[config.mk]
export PLATFORM = sky130hd
export DESIGN_NAME = ucg_clock_gen
export DESIGN_NICKNAME = d
export VERILOG_FILES = /design/src/logic/ucg_clock_gen.v
export VERILOG_INCLUDE_DIRS = /design/src /design/src/logic
export SDC_FILE = /design/constraint.sdc
export NUM_CORES = 1
export LEC_CHECK = 0
export BUFFER_PORTS_ARGS = -buffer_cell sky130_fd_sc_hd__buf_2
export CAP_MARGIN = 0
export CORE_MARGIN = 4
export CORE_UTILIZATION = 40
export DETAILED_ROUTE_END_ITERATION = 8
export PLACE_DENSITY = 0.66
export SYNTH_ARGS = -nofsm -noshare
export SYNTH_HDL_FRONTEND = slang
export SYNTH_SLANG_ARGS = --single-unit
[constraint.sdc]
create_clock -name CLOCK -period 3.25 [get_ports CLOCK]
set_input_delay 0.1625 -clock CLOCK [delete_from_list [all_inputs] [get_ports CLOCK]]
set_output_delay 0.1625 -clock CLOCK [all_outputs]
set_load 0.02 [all_outputs]
[src/logic/ucg_regs.vh]
`ifndef UCG_REGS_VH
`define UCG_REGS_VH

// ---------------------------------------------------------------------
// Register offsets (byte addresses on the APB bus)
// ---------------------------------------------------------------------
`define UCG_OFF_CTRL 12'h000
`define UCG_OFF_DIV_LOW 12'h004
`define UCG_OFF_DIV_HIGH 12'h008
`define UCG_OFF_STATUS 12'h00c

// ---------------------------------------------------------------------
// Control register fields
// ---------------------------------------------------------------------
`define UCG_CTRL_SYNC 0
`define UCG_CTRL_DBL 1
`define UCG_CTRL_DIR 2
`define UCG_CTRL_POL 3
`define UCG_CTRL_W 4
`define UCG_RST_CTRL 4'h0

// ---------------------------------------------------------------------
// Divisor fields and reset values
// ---------------------------------------------------------------------
`define UCG_DIV_W 12
`define UCG_DIV_LOW_W 8
`define UCG_DIV_HIGH_W 4
`define UCG_RST_DIV 12'h000
`define UCG_RST_HIGH 4'h0

// ---------------------------------------------------------------------
// Status register fields
// ---------------------------------------------------------------------
`define UCG_STAT_MODE_LSB 0
`define UCG_STAT_PIN 4
`define UCG_STAT_PHASE_LSB 8
`define UCG_STAT_CNT_LSB 16

// ---------------------------------------------------------------------
// Divider terminal counts (ratio minus one)
// ---------------------------------------------------------------------
`define UCG_TC_NORM 4'hf
`define UCG_TC_DBL 4'h7
`define UCG_TC_SYNC 4'h1
`define UCG_PRE_RST 4'h0

`endif
[src/logic/ucg_clock_gen.v]
// Functional notes
// - Exactly four clock modes: normal async, double async, sync master, sync slave.
// - Sync mode select zero means asynchronous, one means synchronous clocking.
// - In sync mode pin direction output means master, input means slave.
// - Transfer clock pin is neither driven nor used in asynchronous modes.
// - Down-counter runs at system clock, reloads at zero and on divisor low write.
// - One baud tick each time counter reaches zero, rate clock over divisor plus one.
// - Transmit clock is baud tick divided by 16, 8 or 2 in normal, double and master modes.
// - Baud divisor is 12 bits from high and low bytes, range 0 to 4095.
// - Double speed bit only affects asynchronous operation.
// - Double speed makes the receiver use 8 samples per bit, not 16.
// - Slave clock passes synchroniser then edge detector, two clock latency.
// - Internal clock for async and master; external clock only in slave mode.
// - Sync receive sampling uses the edge opposite to the transmit change edge.
// - Polarity clear: change on rising, sample on falling; set swaps them.
`timescale 1ns/1ps
`default_nettype none
`include "ucg_regs.vh"

module ucg_clock_gen (
   input wire CLOCK,
   input wire RST,
   input wire PSEL,
   input wire PENABLE,
   input wire PWRITE,
   input wire [11:0] PADDR,
   input wire [31:0] PWDATA,
   output reg [31:0] PRDATA,
   output wire PREADY,
   output reg PSLVERR,
   input wire XCK_IN,
   output wire XCK_OUT,
   output wire XCK_OE_N,
   output reg [3:0] MODE,
   output reg TX_TICK,
   output reg RX_TICK,
   output reg [3:0] RX_PHASE,
   output reg RX_LAST_PHASE
);

   // ------------------------------------------------------------------
   // Mode encodings
   // ------------------------------------------------------------------
   localparam [3:0] MODE_NORM = 4'b0001;
   localparam [3:0] MODE_DBL = 4'b0010;
   localparam [3:0] MODE_MASTER = 4'b0100;
   localparam [3:0] MODE_SLAVE = 4'b1000;

   // ------------------------------------------------------------------
   // Declarations
   // ------------------------------------------------------------------
   reg [3:0] ctrl_q;
   reg [3:0] div_high_q;
   reg [11:0] div_q;
   reg [11:0] cnt_q;
   reg [11:0] cnt_d;
   reg [3:0] pre_q;
   reg [3:0] pre_d;
   reg [3:0] phase_q;
   reg [3:0] phase_d;
   reg sync1_q;
   reg sync2_q;
   reg sync3_q;
   reg xck_q;
   reg xck_d;
   reg [3:0] mode_d;
   reg [3:0] tc;
   reg tx_d;
   reg rx_d;
   reg [31:0] rdata_d;
   reg err_d;
   wire sync_mode_select;
   wire double_speed_select;
   wire xfer_clock_pin_direction;
   wire sync_clock_polarity;
   wire wr_en;
   wire rd_en;
   wire low_wr;
   wire high_wr;
   wire ctrl_wr;
   wire baud_tick;
   wire xck_rise;
   wire xck_fall;
   wire int_rise;
   wire int_fall;
   wire chg_edge;
   wire smp_edge;
   wire [11:0] new_div;

   // ------------------------------------------------------------------
   // APB access decode
   // ------------------------------------------------------------------

   // The slave never inserts wait states, so every access ends in the
   // first access-phase cycle.
   assign PREADY = 1'b1;
   assign wr_en = PSEL & PENABLE & PWRITE;
   assign rd_en = PSEL & PENABLE & ~PWRITE;
   assign ctrl_wr = wr_en & (PADDR == `UCG_OFF_CTRL);
   assign low_wr = wr_en & (PADDR == `UCG_OFF_DIV_LOW);
   assign high_wr = wr_en & (PADDR == `UCG_OFF_DIV_HIGH);

   // Field aliases of the control register.
   assign sync_mode_select = ctrl_q[`UCG_CTRL_SYNC];
   assign double_speed_select = ctrl_q[`UCG_CTRL_DBL];
   assign xfer_clock_pin_direction = ctrl_q[`UCG_CTRL_DIR];
   assign sync_clock_polarity = ctrl_q[`UCG_CTRL_POL];

   // The full divisor as it will stand after a low-byte write this cycle.
   assign new_div = {div_high_q, PWDATA[`UCG_DIV_LOW_W-1:0]};

   // ------------------------------------------------------------------
   // Software registers
   // ------------------------------------------------------------------

   // The high byte is only held until the low byte is written, so a
   // divisor change lands atomically when the low half arrives.
   always @(posedge CLOCK or posedge RST) begin
      if (RST) begin
         ctrl_q <= `UCG_RST_CTRL;
         div_high_q <= `UCG_RST_HIGH;
         div_q <= `UCG_RST_DIV;
      end else begin
         if (ctrl_wr) begin
            ctrl_q <= PWDATA[`UCG_CTRL_W-1:0];
         end
         if (high_wr) begin
            div_high_q <= PWDATA[`UCG_DIV_HIGH_W-1:0];
         end
         if (low_wr) begin
            div_q <= new_div;
         end
      end
   end

   // Read mux and error answer; unmapped addresses read zero with an error.
   always @* begin
      rdata_d = 32'h0000_0000;
      err_d = 1'b0;
      case (PADDR)
         `UCG_OFF_CTRL: begin
            rdata_d[`UCG_CTRL_W-1:0] = ctrl_q;
         end
         `UCG_OFF_DIV_LOW: begin
            rdata_d[`UCG_DIV_LOW_W-1:0] = div_q[`UCG_DIV_LOW_W-1:0];
         end
         `UCG_OFF_DIV_HIGH: begin
            rdata_d[`UCG_DIV_HIGH_W-1:0] = div_high_q;
         end
         `UCG_OFF_STATUS: begin
            rdata_d[`UCG_STAT_MODE_LSB+3:`UCG_STAT_MODE_LSB] = MODE;
            rdata_d[`UCG_STAT_PIN] = sync2_q;
            rdata_d[`UCG_STAT_PHASE_LSB+3:`UCG_STAT_PHASE_LSB] = phase_q;
            rdata_d[`UCG_STAT_CNT_LSB+11:`UCG_STAT_CNT_LSB] = cnt_q;
         end
         default: begin
            err_d = 1'b1;
         end
      endcase
   end

   // Read data and error are registered while the setup phase is seen, so
   // they are steady throughout the access phase.
   always @(posedge CLOCK or posedge RST) begin
      if (RST) begin
         PRDATA <= 32'h0000_0000;
         PSLVERR <= 1'b0;
      end else if (PSEL & ~PENABLE) begin
         PRDATA <= PWRITE ? 32'h0000_0000 : rdata_d;
         PSLVERR <= err_d;
      end else if (~PSEL) begin
         PSLVERR <= 1'b0;
      end
   end

   // ------------------------------------------------------------------
   // Mode decode
   // ------------------------------------------------------------------

   // The double speed bit is looked at only on the asynchronous branch,
   // which is also why a stray setting in sync mode does no harm.
   always @* begin
      if (!sync_mode_select) begin
         mode_d = double_speed_select ? MODE_DBL : MODE_NORM;
      end else if (xfer_clock_pin_direction) begin
         mode_d = MODE_MASTER;
      end else begin
         mode_d = MODE_SLAVE;
      end
   end

   // Divider terminal count for the transmit prescaler and receiver phase.
   always @* begin
      case (mode_d)
         MODE_NORM: tc = `UCG_TC_NORM;
         MODE_DBL: tc = `UCG_TC_DBL;
         MODE_MASTER: tc = `UCG_TC_SYNC;
         MODE_SLAVE: tc = `UCG_TC_SYNC;
         default: tc = `UCG_TC_NORM;
      endcase
   end

   // ------------------------------------------------------------------
   // Baud rate generator
   // ------------------------------------------------------------------

   // A tick fires in every cycle the counter sits at zero, giving one tick
   // per divisor-plus-one system clocks.
   assign baud_tick = (cnt_q == `UCG_RST_DIV);

   // Reload on zero or on a low-byte write; otherwise count down.
   always @* begin
      if (low_wr) begin
         cnt_d = new_div;
      end else if (baud_tick) begin
         cnt_d = div_q;
      end else begin
         cnt_d = cnt_q - 12'h001;
      end
   end

   always @(posedge CLOCK or posedge RST) begin
      if (RST) begin
         cnt_q <= `UCG_RST_DIV;
      end else begin
         cnt_q <= cnt_d;
      end
   end

   // ------------------------------------------------------------------
   // Transmit prescaler and receiver phase
   // ------------------------------------------------------------------

   // Both count baud ticks; after a mode change a count above the new
   // terminal value wraps to zero at the next tick instead of running on.
   always @* begin
      pre_d = pre_q;
      phase_d = phase_q;
      if (baud_tick) begin
         pre_d = (pre_q >= tc) ? `UCG_PRE_RST : pre_q + 4'h1;
         phase_d = (phase_q >= tc) ? `UCG_PRE_RST : phase_q + 4'h1;
      end
   end

   always @(posedge CLOCK or posedge RST) begin
      if (RST) begin
         pre_q <= `UCG_PRE_RST;
         phase_q <= `UCG_PRE_RST;
      end else begin
         pre_q <= pre_d;
         phase_q <= phase_d;
      end
   end

   // ------------------------------------------------------------------
   // Transfer clock pin
   // ------------------------------------------------------------------

   // Two-stage synchroniser; only the second stage feeds any logic.
   // The third flop is the edge detector's history.
   always @(posedge CLOCK or posedge RST) begin
      if (RST) begin
         sync1_q <= 1'b0;
         sync2_q <= 1'b0;
         sync3_q <= 1'b0;
      end else begin
         sync1_q <= XCK_IN;
         sync2_q <= sync1_q;
         sync3_q <= sync2_q;
      end
   end

   // The edge detector adds no cycle of latency of its own; the peer must
   // stay below a quarter of CLOCK or edges merge.
   assign xck_rise = sync2_q & ~sync3_q;
   assign xck_fall = ~sync2_q & sync3_q;

   // Master clock toggles on each baud tick, one transfer clock period
   // per two ticks; it parks low outside master mode.
   always @* begin
      xck_d = 1'b0;
      if (mode_d == MODE_MASTER) begin
         xck_d = baud_tick ? ~xck_q : xck_q;
      end
   end

   always @(posedge CLOCK or posedge RST) begin
      if (RST) begin
         xck_q <= 1'b0;
      end else begin
         xck_q <= xck_d;
      end
   end

   // Pin is driven only in master mode, released otherwise.
   assign XCK_OUT = xck_q;
   assign XCK_OE_N = ~(MODE == MODE_MASTER);

   // Edges the master is about to make on its own clock.
   assign int_rise = baud_tick & ~xck_q & (mode_d == MODE_MASTER);
   assign int_fall = baud_tick & xck_q & (mode_d == MODE_MASTER);

   // Change and sample edges are always opposite; polarity picks which.
   assign chg_edge = sync_clock_polarity ?
      (int_fall | (xck_fall & (mode_d == MODE_SLAVE))) :
      (int_rise | (xck_rise & (mode_d == MODE_SLAVE)));
   assign smp_edge = sync_clock_polarity ?
      (int_rise | (xck_rise & (mode_d == MODE_SLAVE))) :
      (int_fall | (xck_fall & (mode_d == MODE_SLAVE)));

   // ------------------------------------------------------------------
   // Tick selection
   // ------------------------------------------------------------------

   // Asynchronous modes use the internal generator; the pin is ignored.
   always @* begin
      tx_d = 1'b0;
      rx_d = 1'b0;
      case (mode_d)
         MODE_NORM, MODE_DBL: begin
            tx_d = baud_tick & (pre_q >= tc);
            rx_d = baud_tick;
         end
         MODE_MASTER: begin
            tx_d = chg_edge;
            rx_d = smp_edge;
         end
         MODE_SLAVE: begin
            tx_d = chg_edge;
            rx_d = smp_edge;
         end
         default: begin
            tx_d = 1'b0;
            rx_d = 1'b0;
         end
      endcase
   end

   // Outputs are registered, one cycle behind the generating event.
   always @(posedge CLOCK or posedge RST) begin
      if (RST) begin
         MODE <= MODE_NORM;
         TX_TICK <= 1'b0;
         RX_TICK <= 1'b0;
         RX_PHASE <= `UCG_PRE_RST;
         RX_LAST_PHASE <= 1'b0;
      end else begin
         MODE <= mode_d;
         TX_TICK <= tx_d;
         RX_TICK <= rx_d;
         RX_PHASE <= phase_q;
         RX_LAST_PHASE <= baud_tick & (phase_q >= tc);
      end
   end

endmodule // ucg_clock_gen
`default_nettype wire

==> metrics list <==
- Result of the run: completed
- Of all nets on the critical path, the largest fanout is 34.
- The synthesized design spends more area on one cell type than any other, namely sky130_fd_sc_hd__dfrtp_1.
- In this run the most critical hold path is launched from PWDATA[7].
- Number of cell rows: 34
* Proportion of register bits with asynchronous set or reset after synthesis: 1.00
* Max-cap viol count: 0
* WP buf/inv: 1
* Detailed Route Iter0 Violations: about 130
- The slowest stage of the critical path belongs to the cell sky130_fd_sc_hd__or4_4.
- Ordered cell list for the critical path: inv_1 -> ha_1 -> or4b_4 -> or4_4 -> o32a_1 -> nor2b_1 -> a311o_1
- The first global-routing pass estimated between 10000 and 15000 um of wire.
- Total Routing Usage GR: 0.153
- Entering global routing, the biggest net connects 38 pins.
- Data required time at the worst endpoint: approximately 3.5 ns
* Number of buffers created by CTS: 9
* Synthesized netlist cell count: 348
- Relative to the synthesized area, the layout overhead comes to 15.4%.
- At the end of the flow, the number of nets in the layout was 465.
- Setup slack after layout: 0.805 ns
- Measured against its own limit, the worst slew margin works out to 0.588.
- Broken down by cell family, the worst path's largest delay share belongs to simple AND/OR/NAND/NOR gates.
- Routed met3 length: 542 um
- In this run, synthesis produced a sequential element count of 80.
- In this run the mean area of a mapped cell was 10.6 sq um.
* Worst min-delay path category: in -> reg
- Adding up every negative setup slack in the final design gives 0 ns.
* Drt total wl: 7820 um
* Transition time of the tightest slew-check pin: 0.617 ns
- TritonCTS built the clock tree.
- Final routed wire length divided by cell count: about 15 um
- VDD sags by at most 0.200 mV.
- Hold depth: 3
- For this block, wires on met1 add up to 3710 um.
* Commonest non-fill, non-tap cell in the layout: sky130_fd_sc_hd__dfrtp_1
- Number of DRC violations after detailed routing: 0
- Maximum clock skew at final layout: 0.0104 ns
* Via-per-instance ratio: 5.20
- Routed met2 length: 3490 um
- For hold timing, the worst endpoint is div_q[7].
* Sequential cell area fraction in the yosys report: 0.543
* RSZ-0062 raised after global routing: no
- For the worst flop-to-flop path, the logic depth is 7.
* Beginning of the worst register-to-register path: cnt_q[0]
- Worst hold slack: roughly 0.035 ns
- The die covers 10800 sq um.
* Synth unique cells: 53
- Total of warnings raised by yosys: 0
- Dominant cells by area after synthesis: sky130_fd_sc_hd__dfrtp_1 54%, sky130_fd_sc_hd__nand2_1 6.2%, sky130_fd_sc_hd__a22o_1 4.7%
- Detailed placement finished with a half-perimeter wire length of 5600 um.
* Die boundary height: approximately 100 um
- Area of the mapped netlist: 3690 sq um
- STA puts the critical path data arrival time at 2.74 ns.
- Via total after detailed routing: 2717
- Routability-driven placement finished with a final weighted congestion of approximately 0.79.
* Remaining Overflow, GRT: 0
* Antenna diode count: 0
- The initial utilization of the core area, before any placement, comes to 0.417.
* Latest clock arrival within the worst-skew pair: 0.35 ns
- STA classifies the critical path startpoint as a register.
* Peak clock frequency supported by timing: roughly 0.4 GHz
- Clock-pin slew was measured on the worst setup and hold paths at 0.08 ns.
* Ports: 97
- Root cell of the clock tree: sky130_fd_sc_hd__clkbuf_8
- Critical path start-end classification: reg -> reg
- Router iterations before antenna repair: 4
* Final critical delay including setup and external delays: 2.44 ns
- Crit Reg-Reg Endpoint: RX_TICK
- In this run the tool buffered the top-level ports with 63 buffer cells.
* Number of pins exceeding their max-slew limit in the final report: 0
- Tcrit/Tclk final: 0.752
- Counting along the longest clock path gives a buffer depth of 2.
- Setup violations remaining at the end of the flow were counted as 0.
* Power density over cell area: 473 nW/um^2
- Timing analysis after detailed placement gives a worst setup slack of 0.843 ns.
* Number of clock sinks: 80
- Count of flip-flops with a built-in enable after synthesis: 0
- Final hold vios: 0
* Category of the worst setup path capture point: register
- Of the cells placed in the final design, the portion with a size suffix greater than 1 is 0.258.
- The number of global-route vias before repair is 2628.
- Top library cells by usage in the layout, fill and taps aside: 79 x sky130_fd_sc_hd__dfrtp_1, 63 x sky130_fd_sc_hd__buf_2, 61 x sky130_fd_sc_hd__nand2_1
- For this run, the slowest stage of the critical path takes approximately 0.65 ns.
- Setup slack of the most critical reg-to-reg path: about 0.81 ns
- The detailed router used layers up to and including met4.
- Among all flip-flop cells after synthesis, the most frequent one is sky130_fd_sc_hd__dfrtp_1.
- For this design the static power due to leakage is 2.19 nW.
- H-tree Lvls: 3
- Proportion of netlist area held by the largest area contributor: 0.535
* Area of the core: 8850 sq um
- From left edge to right edge, the die measures around 100 um.
* Number of antenna violations at the first check in global routing: 0
- Antenna viol nets, final: 0
==> per-layer routing <==
layer | GRT usage | vias up
met5 | 0 | -
met4 | 0.0437 | 0
met3 | 0.0509 | 7
met2 | 0.224 | 80
met1 | 0.216 | 1305
li1 | - | 1325
==> power breakdown <==
part           internal (mW)  switching, mW  total (mW)
logic                 0.0652         0.0892       0.154
clock network          0.431          0.342       0.774
registers               1.03         0.0571        1.09
total                   1.53          0.489        2.02
==> synthesized netlist by cell type, types with 6 or more instances <==
master,count
sky130_fd_sc_hd__buf_4,9
sky130_fd_sc_hd__nand3_1,7
sky130_fd_sc_hd__nor2_1,16
sky130_fd_sc_hd__o21ai_1,9
sky130_fd_sc_hd__mux2_2,9
sky130_fd_sc_hd__a21oi_1,8
sky130_fd_sc_hd__dfrtp_1,79
sky130_fd_sc_hd__nand2_1,61
sky130_fd_sc_hd__o21ai_0,19
sky130_fd_sc_hd__a22o_1,20
sky130_fd_sc_hd__clkbuf_1,12
sky130_fd_sc_hd__inv_1,16
sky130_fd_sc_hd__ha_1,6
==> stage by stage <==
stage	utilization	std cells	power [mW]	cell area, sq um
after floorplan	-	355	1.22	3720
after detailed placement	0.456	504	1.26	4030
after global placement	0.456	504	1.25	4030
after CTS	0.481	522	2.04	4260
after global routing	0.481	522	2.12	4260
final	0.481	522	2.02	4260
==> final cells by class <==
type,instances,area (sq um)
Fill cell,847,4590
Sequential cell,80,2000
Multi-Input combinational cell,232,1480
Timing Repair Buffer,70,373
Clock buffer,12,135
Tap cell,108,135
Clock inverter,4,70.1
Inverter,16,61.3
==> worst max path at each step <==
stage,from,slack [ns],end,cells after the start
floorplan,cnt_q[0],1.01,cnt_q[3],9
finish,cnt_q[0],0.81,RX_TICK,7
detailed placement,cnt_q[0],0.84,RX_TICK,7
global placement,cnt_q[0],0.88,RX_TICK,7
CTS,cnt_q[0],0.82,RX_TICK,7
global route,cnt_q[0],0.65,TX_TICK,7
==> flip-flops by register name (all words and copies together), names as in the netlist <==
signal and cells:
PRDATA 24, cnt_q 12, div_q 12, MODE 4, RX_PHASE 4, ctrl_q 4
div_high_q 4, phase_q 4, pre_q 4, PSLVERR 1, RX_LAST_PHASE 1, RX_TICK 1
TX_TICK 1, XCK_OUT 1, sync1_q 1, sync2_q 1, sync3_q 1
==> cell families after synthesis <==
kind of cell | count (synthesis) | synth area share
and+or+nand+nor | 122 | 0.161
AOI/OAI and AO/OA | 72 | 0.134
muxes | 16 | 0.0600
xor gates and xnor gates | 7 | 0.0166
buffers and inverters | 43 | 0.0634
other | 2 | 0.00203
adders and majority gates | 6 | 0.0203
DFF | 80 | 0.543
==> repair_timing <==
| action | 4_1_cts | 5_1_grt |
|---|---|---|
| hold buffers | 2 | 0 |
| endpoints found under the hold margin | 36 | 0 |
| setup buffers | 0 | 0 |
| resized for setup | 0 | 0 |
==> tightest hold or removal path: cells and delay by family <==
family	cells	cell delay [ns]
AND/OR/NAND/NOR	2	0.11
buffers and inverters	1	0.07
No activity file was read; power rests on OpenSTA's default activity.
